===== src/jtv_regs.vh =====
// Constants for the test access port: states, instruction codes, register sizes
`ifndef JTV_REGS_VH
`define JTV_REGS_VH

// Controller state codes (4 bits)
`define JTV_ST_RESET 4'h0
`define JTV_ST_IDLE 4'h1
`define JTV_ST_SEL_DR 4'h2
`define JTV_ST_CAP_DR 4'h3
`define JTV_ST_SHIFT_DR 4'h4
`define JTV_ST_EXIT1_DR 4'h5
`define JTV_ST_PAUSE_DR 4'h6
`define JTV_ST_EXIT2_DR 4'h7
`define JTV_ST_UPD_DR 4'h8
`define JTV_ST_SEL_IR 4'h9
`define JTV_ST_CAP_IR 4'ha
`define JTV_ST_SHIFT_IR 4'hb
`define JTV_ST_EXIT1_IR 4'hc
`define JTV_ST_PAUSE_IR 4'hd
`define JTV_ST_EXIT2_IR 4'he
`define JTV_ST_UPD_IR 4'hf

// Instruction register
`define JTV_IR_W 3
`define JTV_INS_EXTEST 3'h0
`define JTV_INS_IDCODE 3'h1
`define JTV_INS_SAMPLE_Z 3'h2
`define JTV_INS_SAMPLE 3'h4
`define JTV_INS_BYPASS 3'h7
`define JTV_IR_CAPTURE 2'h1

// Data register selection codes
`define JTV_SEL_BYP 2'h0
`define JTV_SEL_ID 2'h1
`define JTV_SEL_BSR 2'h2

// Identification word; value is arbitrary, bit 0 set as the standard demands
`define JTV_ID_W 32
`define JTV_ID_VALUE 32'h0a5c_3001

// Boundary register length and the output-bus enable cell
`define JTV_BSR_W 109
`define JTV_BSR_OE_BIT 108

// Reset values of the serial input synchronisers (pull-ups)
`define JTV_PIN_IDLE 1'h1
// Test clock rests low, so its synchroniser must reset low too
`define JTV_TCK_IDLE 1'h0

`endif


===== src/jtv_fsm.v =====
// Next-state logic of the sixteen-state test controller
`timescale 1ns/1ps
`default_nettype none
`include "jtv_regs.vh"

module jtv_fsm
(
   input wire [3:0] state,
   input wire tms,
   output reg [3:0] next_state
);

   always @*
   begin
      case (state)
         `JTV_ST_RESET: next_state = tms ? `JTV_ST_RESET : `JTV_ST_IDLE;
         `JTV_ST_IDLE: next_state = tms ? `JTV_ST_SEL_DR : `JTV_ST_IDLE;
         `JTV_ST_SEL_DR: next_state = tms ? `JTV_ST_SEL_IR : `JTV_ST_CAP_DR;
         `JTV_ST_CAP_DR: next_state = tms ? `JTV_ST_EXIT1_DR : `JTV_ST_SHIFT_DR;
         `JTV_ST_SHIFT_DR: next_state = tms ? `JTV_ST_EXIT1_DR : `JTV_ST_SHIFT_DR;
         `JTV_ST_EXIT1_DR: next_state = tms ? `JTV_ST_UPD_DR : `JTV_ST_PAUSE_DR;
         `JTV_ST_PAUSE_DR: next_state = tms ? `JTV_ST_EXIT2_DR : `JTV_ST_PAUSE_DR;
         `JTV_ST_EXIT2_DR: next_state = tms ? `JTV_ST_UPD_DR : `JTV_ST_SHIFT_DR;
         `JTV_ST_UPD_DR: next_state = tms ? `JTV_ST_SEL_DR : `JTV_ST_IDLE;
         `JTV_ST_SEL_IR: next_state = tms ? `JTV_ST_RESET : `JTV_ST_CAP_IR;
         `JTV_ST_CAP_IR: next_state = tms ? `JTV_ST_EXIT1_IR : `JTV_ST_SHIFT_IR;
         `JTV_ST_SHIFT_IR: next_state = tms ? `JTV_ST_EXIT1_IR : `JTV_ST_SHIFT_IR;
         `JTV_ST_EXIT1_IR: next_state = tms ? `JTV_ST_UPD_IR : `JTV_ST_PAUSE_IR;
         `JTV_ST_PAUSE_IR: next_state = tms ? `JTV_ST_EXIT2_IR : `JTV_ST_PAUSE_IR;
         `JTV_ST_EXIT2_IR: next_state = tms ? `JTV_ST_UPD_IR : `JTV_ST_SHIFT_IR;
         `JTV_ST_UPD_IR: next_state = tms ? `JTV_ST_SEL_DR : `JTV_ST_IDLE;
         default: next_state = `JTV_ST_RESET;
      endcase
   end

endmodule

`default_nettype wire


===== src/jtv_sync.v =====
// Two-stage synchroniser for one pin input
`timescale 1ns/1ps
`default_nettype none
`include "jtv_regs.vh"

module jtv_sync
#(
   parameter [0:0] IDLE = `JTV_PIN_IDLE
)
(
   input wire ref_clk,
   input wire rst_b,
   input wire din,
   output reg dout
);

   reg stage1;

   // Reset to the pin's resting level; any other value fakes an edge once reset ends
   always @(posedge ref_clk)
   begin
      if (!rst_b)
      begin
         stage1 <= IDLE;
         dout <= IDLE;
      end
      else
      begin
         stage1 <= din;
         dout <= stage1;
      end
   end

endmodule

`default_nettype wire


===== src/jtv_tap.v =====
// Test access port of the memory: controller, instruction and data scan registers
// Summary of operation
// - Boundary scan after the standard, short of full conformance (latches update on rise), with the sixteen-state controller steered by mode select.
// - Inputs sampled on test-clock rise; serial output and enable updated on test-clock fall, instruction and boundary latch on rise.
// - Mode select sampled each rise and reads high when left undriven.
// - Current instruction picks the data register between serial in and out.
// - Serial input enters the selected register at its most significant bit.
// - Serial output shows selected LSB, driven only while shifting, changes on fall.
// - Five rising edges with mode select high reach the reset state.
// - Port reset leaves the memory function alone, even during accesses.
// - Power-up resets the port without clocking; serial output starts undriven.
// - With test clock held low the port stays reset and inert.
// - Exactly one scan register is in the serial path at any time.
// - Three-bit instruction register, shifted only while it is the serial path.
// - Power-up and the reset state load the identification instruction.
// - Capture-IR loads the two lowest instruction bits with 01.
// - Bypass is a one-bit register between serial in and out.
// - Bypass bit is cleared when the bypass instruction runs.
// - A shifted instruction takes effect only at Update-IR.
// - Identification register holds a fixed 32-bit code, captured then shifted.
`timescale 1ns/1ps
`default_nettype none
`include "jtv_regs.vh"

module jtv_tap
(
   input wire ref_clk,
   input wire rst_b,
   input wire tck,
   input wire tms,
   input wire tdi,
   input wire [`JTV_BSR_W-1:0] pin_ring,
   output reg tdo,
   output reg tdo_oe,
   output reg tap_in_reset,
   output reg [`JTV_IR_W-1:0] instr,
   output reg [`JTV_BSR_W-1:0] bsr_latch,
   output reg extest_drive,
   output reg out_bus_hiz
);

   // Data register picked by an instruction; reserved codes fall back to bypass
   function [1:0] dr_select;
      input [`JTV_IR_W-1:0] code;
      begin
         case (code)
            `JTV_INS_IDCODE: dr_select = `JTV_SEL_ID;
            `JTV_INS_EXTEST: dr_select = `JTV_SEL_BSR;
            `JTV_INS_SAMPLE: dr_select = `JTV_SEL_BSR;
            `JTV_INS_SAMPLE_Z: dr_select = `JTV_SEL_BSR;
            default: dr_select = `JTV_SEL_BYP;
         endcase
      end
   endfunction

   wire tck_s;
   wire tms_s;
   wire tdi_s;
   reg tck_d;
   wire tck_rise;
   wire tck_fall;
   reg [3:0] state;
   wire [3:0] next_state;
   reg [`JTV_IR_W-1:0] ir_shift;
   reg [`JTV_ID_W-1:0] id_shift;
   reg bypass_bit;
   reg [`JTV_BSR_W-1:0] bsr_shift;
   reg next_tdo;
   wire [1:0] sel;
   wire shifting;
   wire next_hiz;

   // TCK is only sampled here; the whole port runs on ref_clk so it needs no second domain
   jtv_sync
   #(
      .IDLE(`JTV_TCK_IDLE)
   )
   u_sync_tck
   (
      .ref_clk(ref_clk),
      .rst_b(rst_b),
      .din(tck),
      .dout(tck_s)
   );

   jtv_sync u_sync_tms
   (
      .ref_clk(ref_clk),
      .rst_b(rst_b),
      .din(tms),
      .dout(tms_s)
   );

   jtv_sync u_sync_tdi
   (
      .ref_clk(ref_clk),
      .rst_b(rst_b),
      .din(tdi),
      .dout(tdi_s)
   );

   jtv_fsm u_fsm
   (
      .state(state),
      .tms(tms_s),
      .next_state(next_state)
   );

   // Reset value low: a TCK tied low never produces an edge, so the port stays reset
   always @(posedge ref_clk)
   begin
      if (!rst_b)
         tck_d <= 1'h0;
      else
         tck_d <= tck_s;
   end

   assign tck_rise = tck_s & ~tck_d;
   assign tck_fall = ~tck_s & tck_d;
   assign sel = dr_select(instr);
   assign shifting = (state == `JTV_ST_SHIFT_DR) || (state == `JTV_ST_SHIFT_IR);

   // Controller state advances on each sampled rising edge
   always @(posedge ref_clk)
   begin
      if (!rst_b)
         state <= `JTV_ST_RESET;
      else if (tck_rise)
         state <= next_state;
   end

   // Instruction register: shift, capture pattern, update, reset load
   always @(posedge ref_clk)
   begin
      if (!rst_b)
      begin
         ir_shift <= `JTV_INS_IDCODE;
         instr <= `JTV_INS_IDCODE;
      end
      else if (tck_rise)
      begin
         case (state)
            `JTV_ST_RESET:
            begin
               instr <= `JTV_INS_IDCODE;
            end
            `JTV_ST_CAP_IR:
            begin
               ir_shift <= {1'h0, `JTV_IR_CAPTURE};
            end
            `JTV_ST_SHIFT_IR:
            begin
               ir_shift <= {tdi_s, ir_shift[`JTV_IR_W-1:1]};
            end
            `JTV_ST_UPD_IR:
            begin
               instr <= ir_shift;
            end
            default:
            begin
               instr <= instr;
            end
         endcase
         // Load at the rise that enters reset, not one test clock later
         if (next_state == `JTV_ST_RESET)
            instr <= `JTV_INS_IDCODE;
      end
   end

   // Data registers: only the selected one captures and shifts
   always @(posedge ref_clk)
   begin
      if (!rst_b)
      begin
         id_shift <= `JTV_ID_VALUE;
         bypass_bit <= 1'h0;
         bsr_shift <= {`JTV_BSR_W{1'h0}};
      end
      else if (tck_rise && state == `JTV_ST_CAP_DR)
      begin
         if (sel == `JTV_SEL_ID)
            id_shift <= `JTV_ID_VALUE;
         if (sel == `JTV_SEL_BYP)
            bypass_bit <= 1'h0;
         if (sel == `JTV_SEL_BSR)
            bsr_shift <= pin_ring;
      end
      else if (tck_rise && state == `JTV_ST_SHIFT_DR)
      begin
         if (sel == `JTV_SEL_ID)
            id_shift <= {tdi_s, id_shift[`JTV_ID_W-1:1]};
         if (sel == `JTV_SEL_BYP)
            bypass_bit <= tdi_s;
         if (sel == `JTV_SEL_BSR)
            bsr_shift <= {tdi_s, bsr_shift[`JTV_BSR_W-1:1]};
      end
   end

   // Parallel latch of the boundary cells; the output-enable cell presets high
   always @(posedge ref_clk)
   begin
      if (!rst_b)
      begin
         bsr_latch <= {`JTV_BSR_W{1'h0}};
         bsr_latch[`JTV_BSR_OE_BIT] <= 1'h1;
      end
      else if (tck_rise)
      begin
         if (next_state == `JTV_ST_RESET)
            bsr_latch[`JTV_BSR_OE_BIT] <= 1'h1;
         else if (state == `JTV_ST_UPD_DR && sel == `JTV_SEL_BSR
                  && instr != `JTV_INS_SAMPLE_Z)
            bsr_latch <= bsr_shift;
      end
   end

   // Serial output source, LSB of whichever register is in the path
   always @*
   begin
      next_tdo = bypass_bit;
      if (state == `JTV_ST_SHIFT_IR)
         next_tdo = ir_shift[0];
      else if (sel == `JTV_SEL_ID)
         next_tdo = id_shift[0];
      else if (sel == `JTV_SEL_BSR)
         next_tdo = bsr_shift[0];
   end

   // Output bus goes high Z under SAMPLE Z, or under EXTEST with the enable cell low
   assign next_hiz = (instr == `JTV_INS_SAMPLE_Z)
                     || (instr == `JTV_INS_EXTEST && !bsr_latch[`JTV_BSR_OE_BIT]);

   // Test outputs change only on the sampled falling edge
   always @(posedge ref_clk)
   begin
      if (!rst_b)
      begin
         tdo <= 1'h0;
         tdo_oe <= 1'h0;
      end
      else if (tck_fall)
      begin
         tdo <= next_tdo;
         tdo_oe <= shifting;
      end
   end

   // Status to the memory core; the core never sees a reset from here
   always @(posedge ref_clk)
   begin
      if (!rst_b)
      begin
         tap_in_reset <= 1'h1;
         extest_drive <= 1'h0;
         out_bus_hiz <= 1'h0;
      end
      else
      begin
         tap_in_reset <= (state == `JTV_ST_RESET);
         extest_drive <= (instr == `JTV_INS_EXTEST);
         out_bus_hiz <= next_hiz;
      end
   end

endmodule

`default_nettype wire


===== config.mk =====
export PLATFORM = sky130hd
export DESIGN_NAME = jtv_tap
export DESIGN_NICKNAME = d
export VERILOG_FILES = /design/src/jtv_fsm.v /design/src/jtv_sync.v /design/src/jtv_tap.v
export VERILOG_INCLUDE_DIRS = /design/src
export SDC_FILE = /design/constraint.sdc
export NUM_CORES = 1
export LEC_CHECK = 0
export ABC_AREA = 1
export BUFFER_PORTS_ARGS = -buffer_cell sky130_fd_sc_hd__buf_2
export CAP_MARGIN = 20
export CORE_MARGIN = 5
export CORE_UTILIZATION = 45
export CTS_BUF_LIST = sky130_fd_sc_hd__clkbuf_2 sky130_fd_sc_hd__clkbuf_4 sky130_fd_sc_hd__clkbuf_8
export DETAILED_ROUTE_END_ITERATION = 8
export GPL_TIMING_DRIVEN = 0
export PLACE_DENSITY_LB_ADDON = 0.05
export SYNTH_ARGS = -nofsm -noshare
export SYNTH_HDL_FRONTEND = slang
export SYNTH_SLANG_ARGS = --single-unit

===== constraint.sdc =====
create_clock -name ref_clk -period 1.65 [get_ports ref_clk]
set_input_delay 0.33 -clock ref_clk [delete_from_list [all_inputs] [get_ports ref_clk]]
set_output_delay 0.33 -clock ref_clk [all_outputs]
set_load 0.02 [all_outputs]

==> impl_summary.md, run 1 <==
Floorplanning
The die is 165 um tall. 231 I/O pins were placed. The overall die area is 0.0271 mm^2. The initial utilization of the core area, before any placement, comes to 45.8%.

The core outline area is 0.0235 mm^2. The floorplan has 56 rows. The floorplan step set the die width to 165 um.

Global route
The maximum number of pins on one net before global-route repair is 12. The wire length of the first global-routing pass is 53,400 um. The number of antenna violations at the first check in global routing came to 1. The total overflow reported by the global router is 0. The via count of the first global-routing pass was 10,424. In the global route stage, overall resource usage came out at 24.3%.

Route
For this block, the initial DRC count from the detailed router was 760. The final wirelength is 35,200 um. The detail-routed net length per standard cell is 16.8 um. For this run, the detailed router's first-pass iteration total came to 5. In the routed design, unresolved DRC markers number 0.

Once detail routing completed, the nets flagged for antenna violations numbered 0. After detailed routing, the number of vias per cell comes to 5.16. Summing over every cut layer, the via total after detailed routing is 10,814.

Logic synthesis
In the post-synthesis netlist, the cell with the most instances is sky130_fd_sc_hd__dfxtp_1. In this run the cell area of the synthesized design comes to 0.0108 mm^2. The warning count from the yosys run is 0. The part of the Yosys area used for sequential elements is 50.7%. Sorting the synthesized cells by area gives the leading types as sky130_fd_sc_hd__dfxtp_1, sky130_fd_sc_hd__o21ai_0, sky130_fd_sc_hd__a21oi_1. Counting distinct cell types in the post-synthesis netlist gives 23. The average instance in the mapped netlist occupies 7.67 um^2. The number of enable-type register cells in the synthesized netlist is 0. The most used flip-flop cell after synthesis is sky130_fd_sc_hd__dfxtp_1. The register bit total from synthesis is 273. The share of flip-flops with an asynchronous set or reset after synthesis is 0%. When the netlist entered floorplanning its net count stood at 1,518.

The library cell with the largest summed area after synthesis is sky130_fd_sc_hd__dfxtp_1. The post-synthesis cell count is 1,404. The commonest cells after synthesis are sky130_fd_sc_hd__dfxtp_1, sky130_fd_sc_hd__o21ai_0, sky130_fd_sc_hd__a21oi_1. The top cell type by area accounts for 50.7% of the synthesized area.

Run status
The flow ran to the end, but the final reports show violations. The final reports fail on setup timing.

Timing
The final worst hold slack is 139 ps. The relative max-transition margin is 58.9%. The number of slew-limit violations in the final report was 0. At the pin with the least slew margin, the transition time is 616 ps. Setup repair after global routing could not meet its margin everywhere. The fmax is 569 MHz. The final critical-path share of the clock period is 106%. On the final layout, the worst clock skew is 25.6 ps.

The worst path in the final design needs a cycle of 1760 ps, including I/O delays and setup. Once routing completed, OpenROAD measured the worst setup slack at -107 ps. The number of hold-slack violations in the final timing report is 0. The final count of negative-setup-slack endpoints is 133.

CTS
The number of buffers inserted during clock tree synthesis is 47. The clock sink count is 273. The clock latency on the worst-skew pair is 550 ps. The TritonCTS clock tree is done.

Clock-pin slew was measured on the worst setup and hold paths at 70 ps. The H-tree generated during clock tree synthesis spans 2 levels. The maximum clock insertion buffer count is 3. CTS placed an instance of sky130_fd_sc_hd__clkbuf_8 at the clock tree root.

Worst hold path
Along the worst hold path, the cell count comes to 5. The type of the tightest min-delay check is in2reg.

Worst setup path
The critical path startpoint category is a flop. The length in cells of the worst reg-to-reg path is 10. The critical path in this run is classified as reg2reg. Along the worst path, the maximum fanout reaches 10. At the worst endpoint, the arrival time is 2160 ps. The nature of the critical path endpoint is a flop.

STA puts the critical path data required time at 2060 ps.

Place
In this run the tool buffered the top-level ports with 229 buffer cells. The final RePlAce weighted congestion is 0.858. After legalization and detailed placement, the total HPWL measured 22,000 um.

The setup slack after placement is -658 ps.

Power and ir drop
Power spread over the standard cell area amounts to 887 mW/mm^2. IR analysis of the VDD net gives a maximum drop of 0.573 mV. The total leakage power is 0.00666 uW.

Final layout
For this run, the post-layout net count is 1,855. The post-route netlist has 37.0% of its cells at a drive strength greater than 1. Relative to the synthesized area, the layout overhead comes to 43.7%.

The count of filler cells inserted in the layout is 2,111.

Run
The number of max-cap violations is 0.
==> power breakdown <==
| group | leakage [uW] | total [uW] | internal [uW] | switching [uW] |
|---|---|---|---|---|
| registers | 0.00220 | 6650 | 6620 | 29.8 |
| logic | 0.00392 | 695 | 283 | 412 |
| clock network | 0.000533 | 6380 | 3700 | 2690 |
| total | 0.00666 | 13700 | 10600 | 3130 |
==> final cells by class <==
class	instances	area [um^2]	area share [%]
antenna	2	5.00	0.0323
buffer	114	1120	7.22
clock buffer	81	977	6.31
clock inverter	3	17.5	0.113
inverter	141	537	3.47
multi-input combinational	875	4930	31.8
sequential	273	5480	35.4
tap	319	399	2.58
timing repair buffer	289	2030	13.1
==> per-stage QoR <==
step / instances / utilization, % / TNS, ps / power, uW / cell area, um^2
after floorplan: 1404 / - / 0 / 7060 / 10800
after global placement: 1952 / 52.3 / -122580 / 7320 / 12300
after detailed placement: 1952 / 52.3 / -128790 / 7320 / 12300
after CTS: 2075 / 61.8 / -5960 / 13800 / 14600
after global routing: 2096 / 65.8 / -19110 / 14200 / 15500
final: 2097 / 65.8 / -4540 / 13700 / 15500
==> worst max-delay path, cell delays in order (launching register included) <==
cell                       delay, ps
sky130_fd_sc_hd__dfxtp_2         340
sky130_fd_sc_hd__buf_6           130
sky130_fd_sc_hd__nor2_4          140
sky130_fd_sc_hd__nand2_2         110
sky130_fd_sc_hd__nand2_4          90
sky130_fd_sc_hd__nand3_4         100
sky130_fd_sc_hd__buf_12          170
sky130_fd_sc_hd__buf_12          130
sky130_fd_sc_hd__buf_12          150
sky130_fd_sc_hd__a211oi_2        180
sky130_fd_sc_hd__a211oi_1         60
==> cells in the final DEF (no fill, tap or decap), drive strengths merged <==
cell type / netlist / final
buf: 67 / 345
o21ai: 343 / 343
dfxtp: 273 / 273
a21oi: 248 / 248
nand2: 191 / 191
inv: 141 / 141
clkbuf: 48 / 136
nand3: 45 / 45
nor2: 29 / 29
o211ai: 6 / 6
or2: 5 / 5
dlygate4sd3: 0 / 3
nor3: 3 / 3
a211oi: 3 / 3
diode: 0 / 2
clkinv: 0 / 2
nor4: 1 / 1
a31oi: 1 / 1
clkinvlp: 0 / 1
==> per-layer routing <==
metal / routed length (um) / share of wire (%) / up-vias / track usage [%]
met4: 885 / 2.5 / 0 / 8.39
li1: - / - / 5394 / -
met1: 15300 / 43 / 5012 / 32.7
met3: 2470 / 7.0 / 75 / 4.79
met2: 16500 / 47 / 333 / 39.1
met5: 0 / 0 / - / 0
==> worst paths after layout <==
kind	start	end	slack [ps]
worst max-delay path	state[0]	bsr_shift[108]	-110
worst min-delay path	pin_ring[6]	bsr_shift[6]	140
worst max register to register	state[0]	bsr_shift[108]	-110
worst min register to register	u_sync_tms.stage1	u_sync_tms.dout	410
==> kinds of logic after synthesis <==
family	count (synthesis)	share of synthesized area, %
AOI/OAI and AO/OA	601	28.2
buffers and inverters	256	10.6
DFF	273	50.7
and+or+nand+nor	274	10.5
==> what timing repair did <==
action | 4_1_cts | 5_1_grt
hold buffers | 3 | 0
gates cloned | 14 | 12
pin swaps | 13 | 45
setup buffers | 22 | 11
endpoints found under the setup margin | 258 | 254
resized for setup | 352 | 251
endpoints found under the hold margin | 3 | 0
==> flip-flops by register name, indices dropped and copies added, names as in the netlist, 3 cells and up <==
register   count
bsr_shift    109
id_shift      32
state          4
ir_shift       3
bsr_latch    109
instr          3
No activity file was read; power rests on OpenSTA's default activity.
==> run 2, diff against run 1 <==
ABC_AREA = unset   (was 1)
CTS_BUF_LIST = unset   (was sky130_fd_sc_hd__clkbuf_2 sky130_fd_sc_hd__clkbuf_4 sky130_fd_sc_hd__clkbuf_8)
RECOVER_POWER = 50   (was unset)
==> run 2 against run 1 <==
  * The run now ends clean
  * Global-route usage is 2.1 points lower
  * Hold slack worse by 130 ps
  * Core utilization is 7.8 points lower
  * Highest routed layer is now met5
  * Clock skew is 15 ps lower
  * Flip-flop and latch count stayed put
  * First-iteration DRC count is 3.3% lower
==> impl_summary.md, run 2 <==
Timing
The minimum period implied by the final worst setup slack is 1630 ps (-129 ps). The relative max-transition margin is 42.1% (-17 points). The number of hold-slack violations in the final timing report is 0 (unchanged). The final worst hold slack was 6.62 ps (-133 ps). The number of slew-limit violations in the final report is 0 (unchanged). Setup repair after global routing could not meet its margin everywhere. The final count of negative-setup-slack endpoints is 0 (-100%). The transition time at the pin with the least slew margin is 868 ps (+252 ps). The final critical-path share of the clock period is 98.6% (-7.8 points). The fmax was 614 MHz (+7.9%). The worst path setup slack after routing was 22.5 ps (+129 ps). The worst clock skew is 10.6 ps (-14.9 ps).

Place
The setup slack after placement is -397 ps (+261 ps). The final RePlAce weighted congestion was 0.844 (-1.7%). The instance area at placement came to 0.0122 mm^2 (-1.3%).

The number of buffers added on ports is 230 (+0.44%). The final HPWL from detailed placement is 21,900 um (-0.59%).

CTS
The TritonCTS clock tree is done. The clock-pin slew of the registers on the worst-case setup and hold paths came to 60 ps (about the same). The number of buffers inserted during clock tree synthesis is 29 (-38%). The clock latency on the worst-skew pair was 540 ps (about the same). The maximum clock insertion buffer count is 3 (unchanged). The clock sink count came to 273 (unchanged). The cell at the root of the clock tree is sky130_fd_sc_hd__clkbuf_16. The number of H-tree levels is 1 (-1).

Final layout
The area of the multi-input gates was 0.00463 mm^2 (-5.9%). The end-of-flow core utilization is 58.0% (-7.8 points). The library cell used most frequently in the layout, excluding fill and tap cells, is sky130_fd_sc_hd__nand2_1. The register area is 0.00547 mm^2 (about the same).

The share of final-layout standard cells stronger than drive strength 1 is 17.6% (-19 points). The count of filler cells inserted in the layout is 2,334 (+11%). In the layout the commonest cells are sky130_fd_sc_hd__nand2_1, sky130_fd_sc_hd__dfxtp_1, sky130_fd_sc_hd__clkbuf_1. The final-stage net count is 1,747 (-5.8%). The final instance area is 0.0135 mm^2 (-13%). The largest registers in the layout are bsr_latch: 109 flops, bsr_shift: 109 flops, id_shift: 32 flops. The area growth from synthesis to layout is 27.6%.

Floorplanning
The width of the die is 164 um (-0.71%). The effective utilization at floorplan is 45.5% (-0.28 points). The overall die area was 0.0268 mm^2 (-1.4%). The core outline area is 0.0233 mm^2 (-0.89%).

The I/O pin count is 231 (unchanged). The die span in y is 164 um (-0.71%). The floorplan row count is 56 (unchanged).

Worst setup path
STA classifies the critical path startpoint as a flop. Grouping stages by cell kind, the critical path spends the most delay in compound AO/OA/AOI/OAI gates. The startpoint-to-endpoint class of the critical path is reg2reg. The largest incremental delay on the critical path was 320 ps (-20 ps).

The cell type of the slowest stage on the worst timing path is sky130_fd_sc_hd__dfxtp_1. The worst path buffer plus inverter count is 3 (-1). The data arrival at the endpoint of the critical path is 2040 ps (-120 ps).

The nature of the critical path endpoint is a flop. The maximum fanout count along the critical path is 10 (unchanged). The required time of the critical path is 2060 ps (about the same). Walking the worst path, the cells encountered are buf_6, and3b_2, o211a_4, buf_12, buf_4, o21ai_0, a31oi_1.

Global route
The via count of the first global-routing pass is 9,713 (-6.8%). The aggregate global-route resource usage came to 22.2% (-2.1 points). The total overflow reported by the global router came to 0 (unchanged). The global-route track usage on met2 is 35.4% (-3.6 points).

The wire length of the first global-routing pass is 48,900 um (-8.5%). The maximum number of pins on one net before global-route repair is 20 (+8). The layer flagged by global routing as most heavily used is met2. The met1 routing resource usage after global routing came to 31.1% (-1.6 points). The number of antenna violations at the first check in global routing is 7 (+6). The routing usage on met3 is 4.54% (-0.25 points).

Route
The final wirelength was 31,300 um (-11%). The via total after detailed routing came to 10,245 (-5.3%). The routed via count divided by cell count is 5.18 (+0.54%). The detail-routed net length per standard cell is 15.9 um (-5.4%). The residual antenna-violating net count after detailed routing is 0 (unchanged). The first-pass iteration count of the detailed router came to 5 (unchanged).

The count of routing violations after the opening detailed-route iteration is 735 (-3.3%). The number of remaining DRC errors is 0 (unchanged).

Logic synthesis
The average cell area after synthesis was 7.77 um^2 (+1.3%). The part of the Yosys area used for sequential elements is 51.5% (+0.78 points). The register bit total from synthesis is 273 (unchanged).

The area of the mapped netlist is 0.0106 mm^2 (-1.5%). The synthesized design spends more area on one cell type than any other, namely sky130_fd_sc_hd__dfxtp_1. The number of enable-type register cells in the synthesized netlist is 0 (unchanged). The share of flip-flops with an asynchronous set or reset after synthesis is 0% (unchanged). The portion of synthesized cell area occupied by the leading cell type is 51.5% (+0.78 points). The post-synthesis cell count is 1,365 (-2.8%). The number of nets in the synthesized netlist is 1,479 (-2.6%). The warning count from the yosys run is 0 (unchanged).

The flip-flop cell with the highest count after synthesis is sky130_fd_sc_hd__dfxtp_1. Yosys instantiated no cell more often than sky130_fd_sc_hd__nand2_1. By area the synthesized netlist is led by sky130_fd_sc_hd__dfxtp_1, sky130_fd_sc_hd__nand2_1, sky130_fd_sc_hd__a21oi_1.

The unique cell type count in the Yosys netlist is 49 (+110%). After synthesis, the most frequently instantiated cells are sky130_fd_sc_hd__nand2_1, sky130_fd_sc_hd__dfxtp_1, sky130_fd_sc_hd__a21oi_1.

Power and ir drop
The total leakage power is 0.00479 uW (-28%). The total power per unit cell area is 1000 mW/mm^2 (+13%). The largest vdd supply drop is 0.766 mV (+34%).

Run status
The run finished with clean final reports.

Worst hold path
The type of the tightest min-delay check is in2reg.

Run
The number of max-cap violations is 0 (unchanged).
==> run 2: changes by cell type in the layout (fill, tap and decap cells not counted), moves of 19 or more <==
| cell | change |
|---|---|
| sky130_fd_sc_hd__o21ai_2 | -78 |
| sky130_fd_sc_hd__a31oi_1 | +107 |
| sky130_fd_sc_hd__clkbuf_4 | -19 |
| sky130_fd_sc_hd__clkbuf_1 | +124 |
| sky130_fd_sc_hd__nand2_1 | +313 |
| sky130_fd_sc_hd__buf_2 | -108 |
| sky130_fd_sc_hd__clkbuf_8 | -56 |
| sky130_fd_sc_hd__o21ai_0 | -44 |
| sky130_fd_sc_hd__o21ai_1 | -91 |
| sky130_fd_sc_hd__a21oi_2 | -42 |
| sky130_fd_sc_hd__inv_1 | -130 |
| sky130_fd_sc_hd__a21oi_1 | -66 |
| sky130_fd_sc_hd__clkbuf_16 | +19 |
| sky130_fd_sc_hd__nand2_2 | -23 |
==> run 2: worst paths after layout <==
kind	startpoint	to	slack (ps)	cells after the start
setup / recovery	state[2]	bsr_shift[91]	20	7
hold / removal	tdi	u_sync_tdi.stage1	7	2
setup reg to reg	state[2]	bsr_shift[91]	20	7
hold reg to reg	u_sync_tdi.stage1	u_sync_tdi.dout	410	1
==> run 2: cell families after synthesis <==
family	synth area share, %
compound gates	20.5
xor+xnor	0.0826
fa+ha+maj	0.0943
buf+inv	5.72
flops	51.5
mux	0.200
simple gates	21.9
==> run 2: per-stage QoR <==
step | setup TNS, ps | total power [uW] | instances
4_1_cts | -62.7 | 13700 | 1968
5_1_grt | -1330 | 14000 | 1974
6_report | 0 | 13600 | 1976
3_5_place_dp | -57870 | 7160 | 1914
3_3_place_gp | -58290 | 7160 | 1914
2_1_floorplan | 0 | 6930 | 1365
==> run 2: cell type report <==
type                    count  share of cell area [%]
flip-flops and latches    273                    40.4
multi-input cells         964                    34.2
repair buffers            241                    8.37
plain buffers             119                    6.65
clock buffers              42                    6.39
well taps                 319                    2.95
clock inverters             9                   0.758
inverters                   5                   0.139
diodes                      4                  0.0739
==> run 2: layer usage <==
metal | vias to the layer above | wire length, um
li1 | 5186 | -
met1 | 4700 | 14400
met2 | 294 | 13900
met3 | 55 | 2330
met4 | 10 | 619
met5 | - | 51
==> run 2: repair_timing <==
action / in CTS / in global routing
setup endpoints to repair: 249 / 247
cloned: 0 / 3
buffers inserted: 4 / 2
pin swaps: 4 / 8
hold buffers: 2 / 0
endpoints found under the hold margin: 2 / 0
gates resized for setup: 60 / 167
==> run 2: report_power, final <==
group          leakage, uW  total (uW)  internal, uW  switching, uW
sequential         0.00220        6620          6610           14.1
clock             0.000483        6540          3920           2620
combinational      0.00210         413           170            243
total              0.00479       13600         10700           2880
